**src/core/ivp_pkg.sv**
```systemverilog
/*
 interrupt vectoring package: vector addresses, opcode codes, register offsets, field layouts.
 assumes a single core clock and synchronous reset.
*/
// Operation
// - undefined opcode raises illegal-opcode trap, vectoring to FF2012H in 1-Mbyte mode.
// - opcode bytes 10h and E5h are classified illegal and trapped.
// - opcode byte FFh acts as a reset instruction.
// - lowest-priority vector FF2000H taken only when its pending and enable bits set.
// - a source cleared before vectoring is aborted cleanly; no vector is taken.
// - external irq zero enabled by low enable bit 3; rising edge sets pending bit 3.
// - external irq zero standard service fetches vector 0FF2006H.
// - a transaction-selected source is served as a transaction cycle despite near races.
// - end-of-service interrupt only after the transaction count is exhausted.
// - setting a transaction-select bit re-enables microcoded servicing for that source.
// - software-set pending with select bit set yields a transaction cycle.
package ivp_pkg;
    localparam int NUM_SRC = 16;
    localparam logic [23:0] VEC_BASE = 24'hff2000;
    localparam logic [23:0] VEC_ILLEGAL = 24'hff2012;
    localparam logic [23:0] VEC_EXT0 = 24'hff2006;
    localparam logic [7:0] OPC_ILL_A = 8'h10;
    localparam logic [7:0] OPC_ILL_B = 8'he5;
    localparam logic [7:0] OPC_RESET = 8'hff;
    localparam int EXT0_BIT = 3;
    localparam logic [3:0] EXT0_SRC = 4'h3;
    // register offsets
    localparam logic [7:0] REG_ENABLE_LOW = 8'h00;
    localparam logic [7:0] REG_PENDING_LOW = 8'h04;
    localparam logic [7:0] REG_ENABLE_HIGH = 8'h08;
    localparam logic [7:0] REG_PENDING_HIGH = 8'h0c;
    localparam logic [7:0] REG_SELECT = 8'h10;
    localparam logic [7:0] REG_COUNT_IDX = 8'h14;
    localparam logic [7:0] REG_COUNT = 8'h18;
    localparam logic [7:0] REG_GLOBAL = 8'h1c;
    localparam logic [7:0] REG_IRQ_STATUS = 8'h20;
    localparam logic [7:0] REG_IRQ_ENABLE = 8'h24;
    localparam logic [7:0] REG_IRQ_CLEAR = 8'h28;
    localparam logic [7:0] REG_PEND_SET = 8'h2c;
    localparam logic [15:0] RST_WORD = 16'h0000;
    localparam logic [7:0] RST_COUNT = 8'h00;
    // status event bits
    localparam int EV_ILLEGAL = 0;
    localparam int EV_ABORT = 1;
    localparam int EV_END_SERV = 2;
    localparam int EV_RESET_OP = 3;
    localparam int NUM_EV = 4;

    typedef struct packed {
        logic wr;
        logic rd;
        logic [7:0] addr;
        logic [15:0] wdata;
    } ivp_bus_t;

    typedef struct packed {
        logic valid;
        logic transaction;
        logic [3:0] source;
        logic [23:0] vector;
    } ivp_grant_t;
endpackage

```
**src/core/ivp_ctrl.sv**
```systemverilog
/*
 interrupt request, masking, vector generation and transaction-service hand-off.
 assumes the sequencer pulses decode_valid per opcode and grant_ack once a grant is taken;
 external_irq_zero is an asynchronous pin.
*/
`timescale 1ns/1ns
module ivp_ctrl #(
    parameter int NUM_SRC = ivp_pkg::NUM_SRC
) (
    // clock and reset
    input wire logic clock,
    input wire logic sys_rst,
    // register port
    input wire ivp_pkg::ivp_bus_t bus,
    output logic [15:0] rdata,
    // sources
    input wire logic external_irq_zero,
    input wire logic [NUM_SRC-1:0] periph_irq,
    // instruction decoder
    input wire logic decode_valid,
    input wire logic [7:0] decode_opcode,
    input wire logic [255:0] opcode_defined,
    // core sequencer
    input wire logic disable_interrupts_instr,
    input wire logic enable_interrupts_instr,
    input wire logic grant_ack,
    output ivp_pkg::ivp_grant_t grant,
    output logic reset_request,
    // interrupt
    output logic irq
);
    // the priority encoder and the vector map are written for sixteen sources
    if (NUM_SRC != 16) begin : g_bad_src
        $error("ivp_ctrl serves exactly 16 sources");
    end

    typedef enum {IDLE, OFFER} ivp_state_t;
    ivp_state_t state;

    logic [15:0] enable_mask;
    logic [15:0] pending;
    logic [15:0] transaction_service_select;
    logic [7:0] transaction_service_count [16];
    logic [3:0] count_index;
    logic global_enable;
    logic [ivp_pkg::NUM_EV-1:0] ev_status;
    logic [ivp_pkg::NUM_EV-1:0] ev_enable;
    logic [2:0] ext_sync;
    logic ext_level;
    logic [15:0] next_pending;
    logic [15:0] next_select;
    logic [15:0] active;
    logic [3:0] win_src;
    logic win_any;
    logic ill_op;
    logic rst_op;
    logic ev_abort;
    logic ev_end;
    logic trap_offer;
    logic trap_wait;
    logic trap_due;
    logic withdraw;
    logic [ivp_pkg::NUM_EV-1:0] ev_clear;

    // lowest index has lowest priority, highest index wins
    function automatic logic [4:0] pick_top(input logic [15:0] v);
        logic [4:0] r;
        r = 5'h00;
        for (int i = 0; i < 16; i++) begin
            if (v[i]) r = {1'b1, 4'(i)};
        end
        return r;
    endfunction

    function automatic logic [23:0] src_vector(input logic [3:0] s);
        return ivp_pkg::VEC_BASE + {19'h00000, s, 1'b0};
    endfunction

    // one decode for every write strobe keeps the offsets in a single place
    function automatic logic is_write(input ivp_pkg::ivp_bus_t b, input logic [7:0] offset);
        return b.wr && b.addr == offset;
    endfunction

    wire logic reg_wr_enable_low = is_write(bus, ivp_pkg::REG_ENABLE_LOW);
    wire logic reg_wr_enable_high = is_write(bus, ivp_pkg::REG_ENABLE_HIGH);
    wire logic reg_wr_pend_low = is_write(bus, ivp_pkg::REG_PENDING_LOW);
    wire logic reg_wr_pend_high = is_write(bus, ivp_pkg::REG_PENDING_HIGH);
    wire logic reg_wr_pend_set = is_write(bus, ivp_pkg::REG_PEND_SET);
    wire logic reg_wr_select = is_write(bus, ivp_pkg::REG_SELECT);
    wire logic reg_wr_count = is_write(bus, ivp_pkg::REG_COUNT);
    wire logic reg_wr_count_idx = is_write(bus, ivp_pkg::REG_COUNT_IDX);
    wire logic reg_wr_global = is_write(bus, ivp_pkg::REG_GLOBAL);
    wire logic reg_wr_irq_enable = is_write(bus, ivp_pkg::REG_IRQ_ENABLE);
    wire logic reg_wr_irq_clear = is_write(bus, ivp_pkg::REG_IRQ_CLEAR);

    // pin passes three flops; an edge counts when stages two and three agree
    wire logic ext_agree = ext_sync[2] == ext_sync[1];
    always_ff @(posedge clock) begin
        if (sys_rst) begin
            ext_sync <= 3'h0;
            ext_level <= 1'b0;
        end else begin
            ext_sync <= {ext_sync[1:0], external_irq_zero};
            if (ext_agree) ext_level <= ext_sync[2];
        end
    end
    // a glitch shorter than one clock never reaches ext_level, so it raises nothing
    wire logic ext_rise = ext_agree && ext_sync[2] && !ext_level;

    assign ill_op = decode_valid && (decode_opcode == ivp_pkg::OPC_ILL_A ||
        decode_opcode == ivp_pkg::OPC_ILL_B ||
        (!opcode_defined[decode_opcode] && decode_opcode != ivp_pkg::OPC_RESET));
    assign rst_op = decode_valid && decode_opcode == ivp_pkg::OPC_RESET;
    assign active = pending & enable_mask;
    assign {win_any, win_src} = pick_top(active);

    // an illegal opcode met while a grant stands waits here, so the trap is never lost
    always_ff @(posedge clock) begin
        if (sys_rst) begin
            trap_wait <= 1'b0;
        end else if (state == IDLE) begin
            trap_wait <= 1'b0;
        end else if (ill_op) begin
            trap_wait <= 1'b1;
        end
    end
    assign trap_due = ill_op || trap_wait;

    // hardware sets win over software clears in the same cycle
    always_comb begin
        next_pending = pending;
        if (reg_wr_pend_low) next_pending[7:0] = bus.wdata[7:0];
        if (reg_wr_pend_high) next_pending[15:8] = bus.wdata[7:0];
        if (reg_wr_pend_set) next_pending = next_pending | bus.wdata;
        next_pending = next_pending | periph_irq;
        if (ext_rise) next_pending[ivp_pkg::EXT0_BIT] = 1'b1;
        if (state == OFFER && grant_ack && !grant.transaction) begin
            next_pending[grant.source] = 1'b0;
        end
        if (state == OFFER && grant_ack && grant.transaction) begin
            next_pending[grant.source] = 1'b0;
        end
    end

    always_ff @(posedge clock) begin
        if (sys_rst) begin
            pending <= ivp_pkg::RST_WORD;
        end else begin
            pending <= next_pending;
        end
    end

    always_ff @(posedge clock) begin
        if (sys_rst) begin
            enable_mask <= ivp_pkg::RST_WORD;
        end else begin
            if (reg_wr_enable_low) begin
                enable_mask[7:0] <= bus.wdata[7:0];
            end
            if (reg_wr_enable_high) begin
                enable_mask[15:8] <= bus.wdata[7:0];
            end
        end
    end

    always_ff @(posedge clock) begin
        if (sys_rst) begin
            global_enable <= 1'b0;
        end else if (disable_interrupts_instr) begin
            global_enable <= 1'b0;
        end else if (enable_interrupts_instr) begin
            global_enable <= 1'b1;
        end else if (reg_wr_global) begin
            global_enable <= bus.wdata[0];
        end
    end

    // a transaction for the last count clears the select bit and posts end-of-service
    wire logic tx_take = state == OFFER && grant_ack && grant.transaction;
    wire logic tx_last = tx_take && transaction_service_count[grant.source] == 8'h01;
    always_comb begin
        next_select = transaction_service_select;
        if (tx_last) next_select[grant.source] = 1'b0;
        if (reg_wr_select) next_select = bus.wdata;
    end
    always_ff @(posedge clock) begin
        if (sys_rst) begin
            transaction_service_select <= ivp_pkg::RST_WORD;
        end else begin
            transaction_service_select <= next_select;
        end
    end

    always_ff @(posedge clock) begin
        if (sys_rst) begin
            count_index <= 4'h0;
            for (int i = 0; i < 16; i++) transaction_service_count[i] <= ivp_pkg::RST_COUNT;
        end else begin
            if (reg_wr_count_idx) begin
                count_index <= bus.wdata[3:0];
            end
            if (reg_wr_count) begin
                transaction_service_count[count_index] <= bus.wdata[7:0];
            end else if (tx_take && transaction_service_count[grant.source] != 8'h00) begin
                transaction_service_count[grant.source] <=
                    transaction_service_count[grant.source] - 8'h01;
            end
        end
    end

    // grant is re-checked every offered cycle so a cleared source is withdrawn
    always_ff @(posedge clock) begin
        if (sys_rst) begin
            state <= IDLE;
            grant <= '0;
            trap_offer <= 1'b0;
        end else begin
            unique case (state)
                IDLE: begin
                    if (trap_due) begin
                        grant <= '{1'b1, 1'b0, 4'h0, ivp_pkg::VEC_ILLEGAL};
                        trap_offer <= 1'b1;
                        state <= OFFER;
                    end else if (win_any && global_enable) begin
                        grant.valid <= 1'b1;
                        grant.source <= win_src;
                        grant.transaction <= transaction_service_select[win_src];
                        grant.vector <= (win_src == ivp_pkg::EXT0_SRC) ?
                            ivp_pkg::VEC_EXT0 : src_vector(win_src);
                        trap_offer <= 1'b0;
                        state <= OFFER;
                    end
                end
                OFFER: begin
                    if (grant_ack) begin
                        grant <= '0;
                        trap_offer <= 1'b0;
                        state <= IDLE;
                    end else if (withdraw) begin
                        grant <= '0;
                        state <= IDLE;
                    end
                end
            endcase
        end
    end

    // the trap is told apart by a flag, not by its vector, which source 9 shares
    assign withdraw = state == OFFER && !trap_offer &&
        (!active[grant.source] || !global_enable);
    assign ev_abort = withdraw && !grant_ack;
    assign ev_end = tx_last;

    always_ff @(posedge clock) begin
        // the sequencer performs the reset; this block only asks for it
        if (sys_rst) begin
            reset_request <= 1'b0;
        end else begin
            reset_request <= rst_op;
        end
    end

    // the clear register is write-only, so nothing but its write strobe clears
    assign ev_clear = reg_wr_irq_clear ? bus.wdata[ivp_pkg::NUM_EV-1:0] : '0;

    // sticky events; set wins over the write-one clear
    always_ff @(posedge clock) begin
        if (sys_rst) begin
            ev_status <= '0;
            ev_enable <= '0;
        end else begin
            if (reg_wr_irq_enable) begin
                ev_enable <= bus.wdata[ivp_pkg::NUM_EV-1:0];
            end
            ev_status <= (ev_status & ~ev_clear) | {rst_op, ev_end, ev_abort, ill_op};
        end
    end
    assign irq = |(ev_status & ev_enable);

    always_ff @(posedge clock) begin
        if (sys_rst) begin
            rdata <= 16'h0000;
        end else if (bus.rd) begin
            unique case (bus.addr)
                ivp_pkg::REG_ENABLE_LOW: rdata <= {8'h00, enable_mask[7:0]};
                ivp_pkg::REG_PENDING_LOW: rdata <= {8'h00, pending[7:0]};
                ivp_pkg::REG_ENABLE_HIGH: rdata <= {8'h00, enable_mask[15:8]};
                ivp_pkg::REG_PENDING_HIGH: rdata <= {8'h00, pending[15:8]};
                ivp_pkg::REG_SELECT: rdata <= transaction_service_select;
                ivp_pkg::REG_COUNT_IDX: rdata <= {12'h000, count_index};
                ivp_pkg::REG_COUNT: rdata <= {8'h00, transaction_service_count[count_index]};
                ivp_pkg::REG_GLOBAL: rdata <= {15'h0000, global_enable};
                ivp_pkg::REG_IRQ_STATUS: rdata <= {12'h000, ev_status};
                ivp_pkg::REG_IRQ_ENABLE: rdata <= {12'h000, ev_enable};
                // write-only and unmapped offsets read as zero
                default: rdata <= 16'h0000;
            endcase
        end else begin
            rdata <= 16'h0000;
        end
    end
endmodule // ivp_ctrl

```
**config.mk**
```make
export PLATFORM = sky130hd
export DESIGN_NAME = ivp_ctrl
export DESIGN_NICKNAME = d
export VERILOG_FILES = /design/src/core/ivp_pkg.sv /design/src/core/ivp_ctrl.sv
export SDC_FILE = /design/constraint.sdc
export NUM_CORES = 1
export LEC_CHECK = 0
export BUFFER_PORTS_ARGS = -buffer_cell sky130_fd_sc_hd__buf_4
export CORE_MARGIN = 10
export CORE_UTILIZATION = 49
export DETAILED_ROUTE_END_ITERATION = 7
export GPL_ROUTABILITY_DRIVEN = 0
export HOLD_SLACK_MARGIN = 0.08
export PLACE_DENSITY = 0.88
export SETUP_SLACK_MARGIN = 0.02
export SYNTH_ARGS = -nofsm -noshare
export SYNTH_HDL_FRONTEND = slang
export SYNTH_SLANG_ARGS = --single-unit
```
**constraint.sdc**
```tcl
create_clock -name clock -period 3.4 [get_ports clock]
set_input_delay 0.68 -clock clock [delete_from_list [all_inputs] [get_ports clock]]
set_output_delay 0.68 -clock clock [all_outputs]
set_load 0.05 [all_outputs]
```
# After elaboration in Yosys (flattened, before gate mapping)
# Memory sizes are Yosys's and may differ from the RTL's. A register that Yosys moved wholly into a read port is not among the register bits.
# Index checks and enable logic that the tools add are counted.
# totals
mem_bits_rw,128
wordCells,182
inputBits,313
reg_bits,146
n_memories,1
out_inout_bits,48
# memory_table
memory,depth,width,read_ports,rd_ports_with_merged_regs,wr,line,text
transaction_service_count,16,8,2,2,16,ivp_ctrl.sv:43,logic [7:0] transaction_service_count [16];
# op_classes
muxes,70
magnitude_cmp,4
add_sub_neg,2
n_reduce_logical,51
eq_ne,23
bitwise,12
# op_table
operator,count
case mux 16 bit (10 select lines),1
two-way mux 32 bit,4
two-way mux 30 bit,4
two-way mux 16 bit,5
two-way mux 5 bit,16
AND 16 bit,4
logical NOT 32 bit,2
case mux 32 bit (2 select lines),1
case mux 30 bit (2 select lines),1
equality test 8 x 5 -> 1 bit (second input constant),5
equality test 32 x 1 -> 1 bit (second input constant),1
equality test 32 x 2 -> 1 bit (second input constant),1
equality test 8 x 6 -> 1 bit (second input constant),4
two-way mux 8 bit,4
bitwise OR 16 bit,2
two-way mux 4 bit,7
logical AND 1 bit,26
two-way mux 24 bit,1
two-way mux 1 bit,21
adder 17 x 6 -> 18 bit (first input constant),1
equality test 8 x 4 -> 1 bit (second input constant),2
equality test 8 bit (second input constant),2
inverter 16 bit,1
OR reduction 8 bit,2
27 further kinds,44

# Longest topological paths before layout
# logic_depth
word_depth,24
ltp_mapped,14
depth_no_buf,9

# Worst setup path before layout
# OpenSTA, ideal clock, no wires.
# synth_path
kind,reg2reg
from,reg (tool-made name)
to,mem transaction_service_count[9][0] (enable)
required_ns,3.096
setup_time_ns,0.304
period_less_slack_ns,3.526
setup_slack_ns,-0.126
path_stages_with_launch,13
arrival_ns,3.222
n_path_buf,3
path_cell_list,dfxtp_1 > buf_6 > buf_4 > mux4_2 > mux4_2 > inv_1 > ha_1 > and2_1 > a221o_2 > buf_6 > mux2_2 > a22oi_2 > nand2_1
# synth_rtl
item,line
to (decl),ivp_ctrl.sv:43

==> key figures <==
Run status
  – Run status: finished, violations left
  – Failing checks: design-rule violations, negative setup slack

Pwr
  – Worst VDD drop: 0.295 mV
  – Switch share: around a quarter
  – Clock share of power: 37.9%
  – NetSw: ~1.8 mW
  – Flop pwr share: between 40 and 50%
  – Comb power frac: 17.6%
  – Internal: approximately 5.1 mW
  – PwrDens: about 370 nW/um^2
  – Lkg Pwr: around 7.2 nW

Floorplanning
  – Die area: 35700 um^2
  – Die H: around 190 um
  – Site row count: between 60 and 70
  – Core ar.: approximately 28000 um^2
  – Die W: approximately 190 um
  – Initial Utilization: around half
  – Ports: roughly 360

STA
  – Final worst setup slack: -74.2 ps
  – Worst Tran Pin Value: around 1200 ps
  – Rel. slew slack: 18.0%
  – Slew Viols, Final: 0
  – Post-route clock period utilization: 102%
  – TNS Setup: -2100 ps
  – Crit path time final: about 3500 ps
  – Final Hold Vio Count: 0
  – FMAX: roughly 290 MHz
  – RSZ-0062 raised after global routing: yes
  – Final setup viols: 60
  – Final Skew: about 18 ps

Clock network
  – Hold buffer count at CTS: 0
  – Htree depth: 1
  – CTS tree: yes
  – Clk root buf: clkbuf_16
  – Num Clock Sinks: around 230
  – Clk buf depth: 3
  – Num CTS Buffers: 23
  – Worst-skew pair later-pin latency: about 520 ps
  – Clock Pin Slew Worst Setup and Hold Paths: 70 ps

Synthesis
  – Synth Cell Area: approximately 14000 um^2
  – Multiplexer area fraction after synthesis: around 27%
  – Synthesized-area fraction occupied by adder cells: 0.268%
  – Syn. warnings: 0
  – Synth Area in Simple Gates: 14.5%
  – Cells after synthesis: about 1200
  – XOR/XNOR Fraction of Synth Area: 0.367%
  – #FFs+latches synth: 229
  – Largest family of logic cells by synthesized area: multiplexers
  – Distinct cells, synth: a little over 70
  – Post-synth EDFFs: roughly 130
  – Post-synth ARST share: 0%
  – Syn_area_per_cell: about 11 um^2
  – Sequential share of the synthesized area: 41.9%
  – Compound-Gate Fraction of Synth Area: between 10% and 20%
  – Prevailing post-synth register cell: edfxtp_1

Final layout
  – Layout cells sized above 1: 43.2%
  – Area of the multi-input gates: about 7700 um^2
  – # nets final: about 1900
  – Sequential cell area: 5870 um^2
  – Area added between synthesis and finish: 32.5%
  – N_diodes: 0
  – Fill count: ~1900

Global routing
  – First-pass GRT wire length: 82.3 mm
  – GRT Util Overall: 29.6%
  – Vias in the first global route: ~13000
  – Largest net degree at the start of global routing: 49
  – Initial antenna violation count: 0
  – Grt total ovfl: 0

Place
  – Hpwl dp: 43.5 mm
  – Pre-CTS setup slack: -52.0 ps
  – Count of buffers from port buffering: between 300 and 400

Detailed routing
  – Initial DRC Count: approximately 2100
  – WL final: about 56 mm
  – Antenna Violating Nets Remaining: 0
  – DR DRC count: 1
  – Routed vias: ~13000
  – DRT Pass-1 Iters: 8
  – Routed vias/inst: between 6 and 7
  – Drt wl/cell: approximately 28 um

Setup path
  – Element type at the critical path end: flip-flop
  – Critical Path AT: 3690 ps
  – Required time worst endpoint: roughly 3600 ps
  – Worst setup SP type: flip-flop
  – CP Max Fanout: 8
  – Critical setup path kind: flip-flop to flip-flop

Flow run
  – Max-cap violations: 0

Worst hold path
  – Worst Hold Class: primary input to flip-flop
## layout make-up
cell class              count  share of cell area (%)
clock buffers              27                    3.30
clock inverters            13                   0.810
inverters                  11                   0.223
multi-input cells         881                    41.6
flip-flops and latches    229                    31.7
well taps                 378                    2.55
repair buffers            461                    19.9
## layer usage
layer | vias to the layer above | global-route usage, % | part of all wire (%)
met5 | - | 0 | 0
met4 | 0 | 13.7 | 6.0
met3 | 279 | 9.28 | 14
met2 | 1241 | 45.8 | 44
met1 | 6375 | 37.4 | 36
li1 | 5478 | - | -
## sequential cells by signal, summed over array words and instances (netlist names), named ones only
signal,flops
global_enable,1
ev_status,4
transaction_service_count,128
reset_request,1
ev_enable,4
trap_offer,1
ext_sync,3
ext_level,1
rdata,16
count_index,4
transaction_service_select,16
enable_mask,16
pending,16
grant,9
trap_wait,1
## logic make-up (layout without fill, tap and decap cells)
kind of cell    after synthesis  count (layout)
simple gates                460             460
flops                       229             229
compound gates              201             201
mux                         201             201
buf+inv                     120             512
xor+xnor                      5               5
fa+ha+maj                     3               3
other cells                   1              11
## cells in the final DEF (no fill, tap or decap), types with 15 or more instances in the layout
cell and n:
buf_4 431, nor2_1 176, edfxtp_1 128, mux4_2 127, nand2_1 124, dfxtp_1 99
mux2i_1 55, a21oi_1 43, nand3_1 42, a221oi_1 26, clkbuf_16 25, a32o_1 23
nor2b_1 19, a22oi_1 18, buf_6 18, nor3_1 15
## per-stage QoR
stage | instance area [um^2] | hold slack [ps] | power (mW) | std cells | util, %
floorplan | 14000 | 414 | 3.74 | 1230 | -
global placement | 17400 | 437 | 4.25 | 1947 | 62.1
detailed placement | 17400 | 449 | 4.29 | 1947 | 62.1
CTS | 18200 | 323 | 6.85 | 1990 | 65.0
global route | 18500 | 322 | 7.05 | 2000 | 66.2
finish | 18500 | 315 | 6.90 | 2000 | 66.2
## final timing paths
kind	cells past startpoint	endpoint	start	slack, ps
hold / removal	2	global_enable	disable_interrupts_instr	320
setup / recovery	12	transaction_service_count[15][7]	flip-flop	-70
setup reg to reg	12	transaction_service_count[15][7]	flip-flop	-70
hold reg to reg	2	trap_offer	trap_offer	460
## cells in the mapped netlist (4+ instances only)
cell | number | area, um^2
nor2_1 | 192 | 721
edfxtp_1 | 128 | 3840
a32o_1 | 23 | 230
a211oi_1 | 10 | 75.1
a22oi_1 | 18 | 135
a22o_1 | 7 | 61.3
o22ai_1 | 4 | 25.0
and3_1 | 4 | 25.0
clkbuf_1 | 47 | 176
inv_1 | 11 | 41.3
dfxtp_1 | 101 | 2020
and2_1 | 15 | 93.8
a31oi_1 | 13 | 81.3
a21oi_1 | 43 | 215
mux4_2 | 124 | 2790
nand4_1 | 8 | 50.1
nand2b_1 | 7 | 43.8
mux2_2 | 6 | 67.6
a221oi_1 | 26 | 228
nand2_1 | 136 | 510
nand3_1 | 43 | 215
buf_1 | 6 | 22.5
a22oi_2 | 10 | 125
a21oi_2 | 4 | 35.0
and4_1 | 4 | 35.0
mux2i_1 | 60 | 601
buf_2 | 14 | 70.1
buf_4 | 34 | 255
mux4_1 | 11 | 289
nor2b_1 | 19 | 119
nor3_1 | 17 | 85.1
o21ai_0 | 7 | 35.0
buf_6 | 6 | 67.6
## power groups by stage
stage,Clock [mW],Sequential (mW),Combinational (mW)
global route,2.72,3.07,1.26
finish,2.61,3.07,1.22
floorplan,0,3.12,0.621
detailed placement,0,3.12,1.17
CTS,2.61,3.06,1.17
global placement,0,3.11,1.14
## worst max-delay path, cell delays in order (launching register included)
cell       delay, ps
dfxtp_4          380
clkbuf_16        180
buf_4            150
mux4_2           410
mux2i_1          110
mux2_4           300
nand3_2          110
nor2_2            70
a221o_2          420
buf_6            160
nor3_1           460
o22ai_4          220
nand2_4          170
## repair_timing
action	CTS	global route
endpoints found under the setup margin	124	266
setup buffers	3	8
cloned	0	2
pin swaps	0	6
resized for setup	9	71
Note: power is estimated with default switching activity, not from simulation.
